### src/include/e1sp_consts.svh
`ifndef E1SP_CONSTS_SVH
`define E1SP_CONSTS_SVH
// register offsets on the parallel microprocessor bus
`define E1SP_SLIP_IRQ_EN_ADDR 12'hB09
`define E1SP_LOOP_STATUS_ADDR 12'hB0A
`define E1SP_LOOP_IRQ_EN_ADDR 12'hB0B
`define E1SP_FRAMER_CFG_ADDR 12'h107
// slip enable bit positions
`define E1SP_RX_FULL_EN_BIT 2
`define E1SP_RX_EMPTY_EN_BIT 1
`define E1SP_RX_SLIP_EN_BIT 0
// loop code status bit positions
`define E1SP_ALT_PRESENT_BIT 7
`define E1SP_ALT_CHANGE_BIT 6
`define E1SP_IW_STATE_BIT 5
`define E1SP_IW_CHANGE_BIT 4
// loop code enable bit positions
`define E1SP_ALT_CHANGE_EN_BIT 6
`define E1SP_IW_CHANGE_EN_BIT 4
// framer config bit position of the alternate multiframe algorithm enable
`define E1SP_ALT_ALGO_EN_BIT 0
`define E1SP_REG_RESET 8'h00
// interworking timeout
`define E1SP_IW_TIMEOUT_MS 400
`define E1SP_CLK_HZ 200000000
`define E1SP_IW_TIMEOUT_CYC ((`E1SP_IW_TIMEOUT_MS * (`E1SP_CLK_HZ / 1000)))
`endif

### src/include/e1sp_pkg.sv
package e1sp_pkg;
    // host bus request
    typedef struct packed {
        logic        rd;
        logic        wr;
        logic [11:0] addr;
        logic [7:0]  wdata;
    } e1sp_bus_req_t;

    // receive framer and slip buffer events
    typedef struct packed {
        logic slip_wr_full;
        logic slip_rd_empty;
        logic alt_pattern_det;
        logic crc4_mf_en;
        logic mf_aligned;
        logic basic_frame_aligned;
    } e1sp_rx_ev_t;

    typedef enum logic [1:0] {
        E1SP_IW_CRC4,
        E1SP_IW_SEARCH,
        E1SP_IW_NONCRC
    } e1sp_iw_state_t;
endpackage

### src/rtl/e1sp_irq.sv
// Behaviour
// - with enable bit 2 set, a receive slip buffer full event raises the interrupt.
// - with enable bit 1 set, a receive slip buffer empty event raises the interrupt.
// - with enable bit 0 set, either a fill or an empty raises the slip interrupt and sets slip status.
// - the three receive slip enable bits are read/write, 1 enables, and reset to 0.
// - a write into a full buffer drops a frame and a read of an empty buffer repeats one, each setting status.
// - status bit 7 reads 1 while the alternating pattern is being detected, else 0, reset 0.
// - status bit 6 latches 1 when pattern detection starts and when it stops.
// - each reset-upon-read status bit shows an event since the last read and is cleared by that read.
// - a pattern change drives the interrupt only when its enable is set, but the flag always records it.
// - status bit 5 reports interworking state only while the alternate multiframe algorithm is enabled.
// - multiframe alignment absent for 400 ms under basic frame alignment means non-CRC-4 far end, sets bit 5 and its flag.
// - status bit 4 is set on entry to interworking and on return to CRC-4 operation.
`include "e1sp_consts.svh"
module e1sp_irq
    import e1sp_pkg::*;
#(
    parameter int unsigned IW_TIMEOUT_CYC = `E1SP_IW_TIMEOUT_CYC
)(
    input wire logic clk, // 200 MHz register clock
    input wire logic rst_n, // async reset, active low
    input wire e1sp_bus_req_t bus_req, // host read/write request
    output logic [7:0] rdata, // read data, valid cycle after rd
    input wire e1sp_rx_ev_t rx_ev, // framer and slip buffer events
    output logic slip_drop_frame, // delete one frame, full buffer written
    output logic slip_repeat_frame, // repeat one frame, empty buffer read
    output logic irq // interrupt, active high
);
    logic [2:0] slip_en;
    logic alt_change_en;
    logic iw_change_en;
    logic alt_algo_en;
    logic rx_full_flag;
    logic rx_empty_flag;
    logic rx_slip_flag;
    logic alt_present;
    logic alt_change_flag;
    logic iw_noncrc;
    logic iw_change_flag;
    logic [31:0] iw_count;
    e1sp_iw_state_t iw_state;
    logic iw_enter;
    logic iw_leave;
    logic rd_loop;
    logic wr_slip;
    logic wr_loop_en;
    logic wr_cfg;
    logic [7:0] next_rdata;

    assign rd_loop = bus_req.rd && (bus_req.addr == `E1SP_LOOP_STATUS_ADDR);
    assign wr_slip = bus_req.wr && (bus_req.addr == `E1SP_SLIP_IRQ_EN_ADDR);
    assign wr_loop_en = bus_req.wr && (bus_req.addr == `E1SP_LOOP_IRQ_EN_ADDR);
    assign wr_cfg = bus_req.wr && (bus_req.addr == `E1SP_FRAMER_CFG_ADDR);

    // enable registers, all cleared at reset
    always_ff @(posedge clk or negedge rst_n)
    begin
        if (!rst_n)
        begin
            slip_en <= 3'h0;
            alt_change_en <= 1'b0;
            iw_change_en <= 1'b0;
            alt_algo_en <= 1'b0;
        end
        else
        begin
            if (wr_slip)
                slip_en <= bus_req.wdata[2:0];
            if (wr_loop_en)
            begin
                alt_change_en <= bus_req.wdata[`E1SP_ALT_CHANGE_EN_BIT];
                iw_change_en <= bus_req.wdata[`E1SP_IW_CHANGE_EN_BIT];
            end
            if (wr_cfg)
                alt_algo_en <= bus_req.wdata[`E1SP_ALT_ALGO_EN_BIT];
        end
    end

    // slip buffer actions, one cycle pulse per overflow or underflow
    always_ff @(posedge clk or negedge rst_n)
    begin
        if (!rst_n)
        begin
            slip_drop_frame <= 1'b0;
            slip_repeat_frame <= 1'b0;
        end
        else
        begin
            slip_drop_frame <= rx_ev.slip_wr_full;
            slip_repeat_frame <= rx_ev.slip_rd_empty;
        end
    end

    // slip status; these share no host-visible register here, so no read clears them
    // except a write of the enable register, which acknowledges all three
    always_ff @(posedge clk or negedge rst_n)
    begin
        if (!rst_n)
        begin
            rx_full_flag <= 1'b0;
            rx_empty_flag <= 1'b0;
            rx_slip_flag <= 1'b0;
        end
        else
        begin
            // set wins over the acknowledge
            rx_full_flag <= rx_ev.slip_wr_full | (rx_full_flag & ~wr_slip);
            rx_empty_flag <= rx_ev.slip_rd_empty | (rx_empty_flag & ~wr_slip);
            rx_slip_flag <= rx_ev.slip_wr_full | rx_ev.slip_rd_empty
                | (rx_slip_flag & ~wr_slip);
        end
    end

    // alternating pattern tracking
    always_ff @(posedge clk or negedge rst_n)
    begin
        if (!rst_n)
        begin
            alt_present <= 1'b0;
            alt_change_flag <= 1'b0;
        end
        else
        begin
            alt_present <= rx_ev.alt_pattern_det;
            // an edge seen in the read cycle still lands
            alt_change_flag <= (rx_ev.alt_pattern_det != alt_present)
                | (alt_change_flag & ~rd_loop);
        end
    end

    // interworking search: counts only while basic frame alignment holds
    always_ff @(posedge clk or negedge rst_n)
    begin
        if (!rst_n)
        begin
            iw_state <= E1SP_IW_CRC4;
            iw_count <= 32'h0000_0000;
        end
        else
        begin
            case (iw_state)
                E1SP_IW_CRC4:
                begin
                    iw_count <= 32'h0000_0000;
                    if (alt_algo_en && rx_ev.crc4_mf_en && rx_ev.basic_frame_aligned
                        && !rx_ev.mf_aligned)
                        iw_state <= E1SP_IW_SEARCH;
                end
                E1SP_IW_SEARCH:
                begin
                    if (!alt_algo_en || !rx_ev.crc4_mf_en || rx_ev.mf_aligned
                        || !rx_ev.basic_frame_aligned)
                        iw_state <= E1SP_IW_CRC4;
                    else if (iw_count >= IW_TIMEOUT_CYC - 1)
                        iw_state <= E1SP_IW_NONCRC;
                    else
                        iw_count <= iw_count + 32'h0000_0001;
                end
                E1SP_IW_NONCRC:
                begin
                    // multiframe alignment found again means a CRC-4 far end
                    if (!alt_algo_en || rx_ev.mf_aligned)
                        iw_state <= E1SP_IW_CRC4;
                end
                default:
                    iw_state <= E1SP_IW_CRC4;
            endcase
        end
    end

    assign iw_enter = (iw_state == E1SP_IW_SEARCH) && alt_algo_en && rx_ev.crc4_mf_en
        && !rx_ev.mf_aligned && rx_ev.basic_frame_aligned && (iw_count >= IW_TIMEOUT_CYC - 1);
    assign iw_leave = (iw_state == E1SP_IW_NONCRC) && (!alt_algo_en || rx_ev.mf_aligned);

    // interworking state bit and change flag
    always_ff @(posedge clk or negedge rst_n)
    begin
        if (!rst_n)
        begin
            iw_noncrc <= 1'b0;
            iw_change_flag <= 1'b0;
        end
        else
        begin
            iw_noncrc <= (iw_noncrc | iw_enter) & ~iw_leave;
            iw_change_flag <= iw_enter | iw_leave | (iw_change_flag & ~rd_loop);
        end
    end

    // read mux; unmapped addresses read zero
    always_comb
    begin
        next_rdata = `E1SP_REG_RESET;
        case (bus_req.addr)
            `E1SP_SLIP_IRQ_EN_ADDR:
                next_rdata[2:0] = slip_en;
            `E1SP_LOOP_STATUS_ADDR:
            begin
                next_rdata[`E1SP_ALT_PRESENT_BIT] = alt_present;
                next_rdata[`E1SP_ALT_CHANGE_BIT] = alt_change_flag;
                next_rdata[`E1SP_IW_STATE_BIT] = iw_noncrc & alt_algo_en;
                next_rdata[`E1SP_IW_CHANGE_BIT] = iw_change_flag;
            end
            `E1SP_LOOP_IRQ_EN_ADDR:
            begin
                next_rdata[`E1SP_ALT_CHANGE_EN_BIT] = alt_change_en;
                next_rdata[`E1SP_IW_CHANGE_EN_BIT] = iw_change_en;
            end
            `E1SP_FRAMER_CFG_ADDR:
                next_rdata[`E1SP_ALT_ALGO_EN_BIT] = alt_algo_en;
            default:
                next_rdata = `E1SP_REG_RESET;
        endcase
    end

    // registered read data and interrupt output
    always_ff @(posedge clk or negedge rst_n)
    begin
        if (!rst_n)
        begin
            rdata <= `E1SP_REG_RESET;
            irq <= 1'b0;
        end
        else
        begin
            if (bus_req.rd)
                rdata <= next_rdata;
            irq <= (rx_full_flag & slip_en[`E1SP_RX_FULL_EN_BIT])
                | (rx_empty_flag & slip_en[`E1SP_RX_EMPTY_EN_BIT])
                | (rx_slip_flag & slip_en[`E1SP_RX_SLIP_EN_BIT])
                | (alt_change_flag & alt_change_en)
                | (iw_change_flag & iw_change_en);
        end
    end
endmodule

### config.mk
export PLATFORM = sky130hd
export DESIGN_NAME = e1sp_irq
export DESIGN_NICKNAME = d
export VERILOG_FILES = /design/src/include/e1sp_pkg.sv /design/src/rtl/e1sp_irq.sv
export VERILOG_INCLUDE_DIRS = /design/src /design/src/include
export SDC_FILE = /design/constraint.sdc
export NUM_CORES = 1
export LEC_CHECK = 0
export ABC_AREA = 1
export BUFFER_PORTS_ARGS = -buffer_cell sky130_fd_sc_hd__buf_2
export CAP_MARGIN = 10
export CORE_ASPECT_RATIO = 1.75
export CORE_MARGIN = 2
export CORE_UTILIZATION = 63
export CTS_BUF_LIST = sky130_fd_sc_hd__clkbuf_4 sky130_fd_sc_hd__clkbuf_8 sky130_fd_sc_hd__clkbuf_16
export DETAILED_ROUTE_END_ITERATION = 8
export PLACE_DENSITY = 0.94
export RECOVER_POWER = 100
export SLEW_MARGIN = 20
export SYNTH_ARGS = -nofsm -noshare
export SYNTH_HDL_FRONTEND = slang
export SYNTH_SLANG_ARGS = --single-unit
### constraint.sdc
create_clock -name clk -period 3.1 [get_ports clk]
set_input_delay 0.62 -clock clk [delete_from_list [all_inputs] [get_ports clk]]
set_output_delay 0.62 -clock clk [all_outputs]
set_load 0.1 [all_outputs]
==> metrics.txt, run 1 <==
outcome finished, violations left; failing checks max-capacitance violations, max-slew violations; Setup Skew 7.71 ps; hold_buf cts 0; row cnt 35; Root Buffer clkbuf_8; Tightest Pin Transition approximately 2100 ps; Critical Path Max Stage Delay around 430 ps; most used cell, CP nand2_1; Ys Warns 0; leakage between 1.5 and 2 nW; Post-synth EDFFs 0; max-cap violations 1; Post-Syn Nets between 500 and 600; synth cell count leaders nand2_1 (182), nor2_1 (77), nand3_1 (60), dfrtp_1 (57), inv_1 (48); TritonCTS clock tree yes; Flop pwr share 49.0%; Final nets between 500 and 600; Slew headroom -42.2%; final WL about 8600 um; Net Sw Frac 25.5%; crit-path max FO 28; number of diodes 0; post_cts resized 0; r2r setup slk between 600 and 700 ps; Most used DFF post-synth dfrtp_1; dpl cell area approximately 3500 um^2; switching pwr slightly below 400 uW; hpwl dp between 6000 and 7000 um; RD Place Congestion slightly above 0.9; FMAX 411 MHz; Hold/Removal Path Class input port to flop; Cells after Synth 483; CP Launch Type flop; RSZ-0062 raised after global routing no; Final Cell Area about 3700 um^2; Tot GR Track Use between 30% and 40%; Placed Cells incl. Taps between 500 and 600; synthesized flop and latch total between 50 and 60; WS Path Type flop to flop; post-placement setup slack between 800 and 900 ps; average wire per standard cell 14.8 um; Avg Cell Area, Syn between 6 and 7 um^2; drt first pass iters 6; Final Hold Viols 0; PwrDens just over 400 nW/um^2; Vias/cell 5.73; crit path cell chain ha_1 > nand3_1 > nor2_1 > nand2_1 > nand2_1 > nand2_1 > nand3_4 > nand2_4 > nand2_1 > nand2_1; Crit. End Element flop; Unique masters post-synth 32; Initial Utilization between 60% and 70%; clk slew on worst S/H paths about 70 ps; Starting DRT DRC Count ~180; combinational power share 4.3%; cell taking the most area after synthesis dfrtp_1; I/O pins just over 40; Arrival @ worst endpoint 2670 ps; Worst Hold Slack 404 ps; Synth async-reset ratio 100%; kind of cell adding the most delay to the critical path simple AND/OR/NAND/NOR gates; final core utilization 71.3%; CTS Buffer Depth 2; Max rail drop VDD 343 uV; clk_lat worst skew 350 ps; fill cell count approximately 400; CTS Buf Count 9; Die ar. 5910 um^2; ratio of cells with drive above 1 in the final layout under 10%; Clk pwr share 46.7%; Syn Std Cell Area 3330 um^2; P_int around 1.1 mW; top post-synthesis cells by area dfrtp_1 (43%), nand2_1 (20%), nand3_1 (9.0%); CTS H-tree lvls 3; share of the yosys chip area belonging to registers 42.8%; Area Growth Syn to Fin 10.5%; final worst slack 668 ps; setup bufs post-CTS 0; count of buffer and inverter cells on the critical path 0; DR DRC count 0; number of port buffers 36; Fin Setup TNS 0 ps; cell with the most instances after synthesis nand2_1; via count 3340; die width ~59 um; period utilisation layout between 70% and 80%; Worst path slowest cell dfrtp_1; grt ovf 0; Final Non-Filler Cells around 580; Slew Viols, Final between 40 and 50; global-route wire length before repair roughly 15000 um; final setup fails 0; DIE HEIGHT around 100 um; required time worst endpoint around 3300 ps; overall power approximately 1.5 mW; top cell type's share of synthesized area approximately 43%; initial antenna violation count 0; CTS sink cnt 57; ANT nets after route 0; min cycle time layout ~2400 ps; largest net degree at the start of global routing 41; vias in the first global route 3312; core area between 5000 and 6000 um^2
## layer usage
metal	GRT usage [%]	wire length, um	vias up
met4	27.4	705	0
met3	7.86	596	70
met5	0	0	-
met1	34.5	2930	1480
li1	-	-	1586
met2	53.5	4370	204
## final cells by class
type                       count  area [um^2]  area share (%)
sequential                    57         1430            38.7
clock buffer                   9          124            3.36
tap                           55         68.8            1.87
clock inverter                 7         80.1            2.17
multi-input combinational    368         1630            44.2
timing repair buffer          39          175            4.76
inverter                      48          180            4.89
## cells by family after synthesis
family | Yosys count | share of synthesized area [%]
other | 1 | 0.113
adder cells (fa/ha/maj) | 1 | 0.375
AO/OA/AOI/OAI | 13 | 2.55
buffers and inverters | 58 | 7.81
XOR/XNOR | 16 | 4.20
flip-flops | 57 | 42.8
AND/OR/NAND/NOR | 337 | 42.2
## sequential cells by signal, indices dropped and copies added, names as in the netlist
register and count:
rx_empty_flag 1, alt_present 1, rx_full_flag 1, alt_change_flag 1
rdata 7, slip_en 3, iw_count 32, rx_slip_flag 1
alt_algo_en 1, iw_change_flag 1, iw_noncrc 1, slip_repeat_frame 1
slip_drop_frame 1, alt_change_en 1, iw_state 2, irq 1
iw_change_en 1
## power by group through the flow
| stage | registers [mW] | logic, mW | clock network (mW) |
|---|---|---|---|
| 6_report | 0.750 | 0.0665 | 0.714 |
| 5_1_grt | 0.749 | 0.0745 | 0.748 |
| 4_1_cts | 0.749 | 0.0703 | 0.715 |
| 3_5_place_dp | 0.763 | 0.0696 | 0 |
| 3_3_place_gp | 0.763 | 0.0668 | 0 |
| 2_1_floorplan | 0.775 | 0.0174 | 0 |
## path summary, 6_finish.rpt
check                                 start         endpoint  cells past startpoint
worst max-delay path            iw_count[0]     iw_count[16]                     10
worst min register to register     rdata[2]         rdata[2]                      2
min in group asynchronous             rst_n      iw_count[2]                      1
max in group asynchronous             rst_n         rdata[1]                      2
worst max register to register  iw_count[0]     iw_count[16]                     10
worst min-delay path               rx_ev[5]  slip_drop_frame                      1
## cells in the final DEF (no fill, tap or decap), drive strengths merged
cell type / Yosys / layout
nand4: 1 / 1
ha: 1 / 1
a21oi: 3 / 3
clkbuf: 3 / 27
nor2: 82 / 82
a22o: 1 / 1
a221oi: 1 / 1
o31ai: 2 / 2
conb: 1 / 1
nand3: 62 / 62
bufinv: 0 / 1
o22ai: 1 / 1
clkinv: 0 / 3
buf: 7 / 21
xnor2: 6 / 6
nor3b: 1 / 1
o21ai: 4 / 4
o21a: 1 / 1
inv: 48 / 49
nor3: 5 / 5
clkinvlp: 0 / 2
nor4: 2 / 2
xor2: 10 / 10
dfrtp: 57 / 57
nand2: 184 / 184
## worst reg2reg max path, delay by kind of cell, from the launching register on
| kind | cells | cell delay (ps) |
|---|---|---|
| and+or+nand+nor | 9 | 1560 |
| DFF | 1 | 430 |
| adders and majority gates | 1 | 320 |
Note: power is estimated with default switching activity, not from simulation.
==> run 2, diff against run 1 <==
- CORE_UTILIZATION: 63 -> 58
- PLACE_DENSITY: 0.94 -> 0.88
- clock period: 3.1 -> 2.25 ns (I/O delays scaled with it)
==> metrics.txt, run 2 (same netlist as run 1, synthesis figures left out) <==
CP Launch Type flop (unchanged); initial antenna violation count 0 (unchanged); clk_lat worst skew 360 ps (was 350 ps); number of diodes 0 (unchanged); required time worst endpoint 1800 ps (was 3340 ps); CTS H-tree lvls 3 (unchanged); leading cell types in the layout, fill and taps excluded nand2_1 (183), nor2_1 (80), nand3_1 (60), dfrtp_1 (57), inv_1 (48) (was nand2_1 (183), nor2_1 (79), nand3_1 (61), dfrtp_1 (57), inv_1 (48)); Vias/cell 5.31 (was 5.73); final worst slack 249 ps (was 668 ps); leakage 1.93 nW (was 1.84 nW); DIE HEIGHT 104 um (was 100 um); overall power 2.21 mW (was 1.53 mW); Initial Utilization 60.2% (was 64.5%); P_int 1.69 mW (was 1.14 mW); post_cts resized 0 (unchanged); Max rail drop VDD 500 uV (was 343 uV); vias in the first global route 3318 (was 3312); Final Cell Area 3800 um^2 (was 3680 um^2); kind of cell adding the most delay to the critical path buffers and inverters (was simple AND/OR/NAND/NOR gates); hpwl dp 6350 um (was 6050 um); Starting DRT DRC Count 178 (was 181); largest registers iw_count x32, rdata x7, slip_en x3 (unchanged); dpl cell area 3610 um^2 (was 3520 um^2); Critical Path Max Stage Delay 860 ps (was 430 ps); Final Non-Filler Cells 612 (was 583); number of port buffers 36 (unchanged); met3 GRT Util 7.21% (was 7.86%); FMAX about 500 MHz; global-route wire length before repair 14300 um (was 14500 um); hold_buf cts 0 (unchanged); ratio of cells with drive above 1 in the final layout 11.4% (was 8.14%); ANT nets after route 0 (unchanged); switching pwr 518 uW (was 390 uW); Setup Skew 14.8 ps (was 7.71 ps); die width 61.3 um (was 59.0 um); RSZ-0062 raised after global routing no (unchanged); setup bufs post-CTS 0 (unchanged); Biggest register iw_count (unchanged); PwrDens 582 nW/um^2 (was 416 nW/um^2); count of buffer and inverter cells on the critical path 1 (was 0); largest net degree at the start of global routing 24 (was 41); Area Growth Syn to Fin 14.0% (was 10.5%); Root Buffer clkbuf_8 (unchanged); post-placement setup slack 423 ps (was 877 ps); Slew Viols, Final 0 (was 41); Net Sw Frac 23.4% (was 25.5%); WS Path Type flop to output port (was flop to flop); crit-path max FO 1 (was 28); row cnt 36 (was 35); final WL 8350 um (was 8600 um); DR DRC count 0 (unchanged); fill cell count 486 (was 393); I/O pins 41 (unchanged); grt ovf 0 (unchanged); period utilisation layout between 80 and 90%; busiest grt layer met2 (unchanged); Final Hold Viols 0 (unchanged); average wire per standard cell 13.6 um (was 14.8 um); Largest register FFs 32 (unchanged); combinational power share 4.2% (was 4.3%); via count 3250 (was 3340); Fin Setup TNS 0 ps (unchanged); Hold/Removal Path Class input port to flop (unchanged); Tot GR Track Use 30.2% (was 32.9%); max-cap violations 0 (was 1); CTS sink cnt 57 (unchanged); crit path cell chain clkbuf_1 (was ha_1 > nand3_1 > nor2_1 > nand2_1 > nand2_1 > nand2_1 > nand3_4 > nand2_4 > nand2_1 > nand2_1); CTS Buffer Depth 2 (unchanged); core area 5540 um^2 (was 5170 um^2); CTS Buf Count 9 (unchanged); Final nets 562 (was 554); Tightest Pin Transition 1160 ps (was 2130 ps); Arrival @ worst endpoint 1550 ps (was 2670 ps); Worst Hold Slack 222 ps (was 404 ps); Placed Cells incl. Taps 596 (was 567); RD Place Congestion 0.907 (was 0.926); Flop pwr share 46.7% (was 49.0%); Die ar. 6390 um^2 (was 5910 um^2); grt met2 use 50.4% (was 53.5%); Clk pwr share 49.2% (was 46.7%); min cycle time layout 2000 ps; Slew headroom 22.8% (was -42.2%); drt first pass iters 5 (was 6); commonest non-fill, non-tap cell in the layout nand2_1 (unchanged); TritonCTS clock tree yes (unchanged); Crit. End Element output port (was flop); final setup fails 0 (unchanged); final core utilization 68.6% (was 71.3%); clk slew on worst S/H paths 70 ps (about the same); Worst path slowest cell clkbuf_1 (was dfrtp_1); met1 Usage GRT 31.1% (was 34.5%); outcome finished, final reports clean (was finished, violations left)
[run 2: changes by cell type in the layout (fill, tap and decap cells not counted), sizes merged]
cell      before  now
bufinv         1    2
buf           21   31
clkinvlp       2    0
clkbuf        27   26
[run 2: path summary, 6_finish.rpt]
path,endpoint,slack (ps),start,depth (start not counted)
setup / recovery,irq,250,irq,1
setup reg to reg,iw_count[0],330,iw_count[0],11
min in group asynchronous,iw_count[18],240,rst_n,1
hold / removal,slip_drop_frame,220,rx_ev[5],1
hold reg to reg,rx_empty_flag,490,rx_empty_flag,2
max in group asynchronous,iw_count[8],710,rst_n,2
[run 2: final cells by class]
type	instances	area, um^2	share of cell area [%]
clock inverter	6	91.3	2.40
inverter	48	180	4.74
clock buffer	10	131	3.46
multi-input combinational	368	1630	42.9
sequential	57	1430	37.5
tap	76	95.1	2.50
timing repair buffer	47	245	6.45
[run 2: layer usage]
| metal | vias up | wire (um) |
|---|---|---|
| met5 | - | 0 |
| met3 | 41 | 378 |
| li1 | 1594 | - |
| met4 | 0 | 548 |
| met2 | 124 | 4530 |
| met1 | 1491 | 2890 |
[run 2: power by group through the flow]
stage          clock [mW]  combinational, mW  sequential (mW)
6_report             1.09             0.0920             1.03
5_1_grt              1.15              0.102             1.03
4_1_cts              1.09             0.0965             1.03
3_5_place_dp            0             0.0962             1.05
3_3_place_gp            0             0.0924             1.05
2_1_floorplan           0             0.0240             1.07
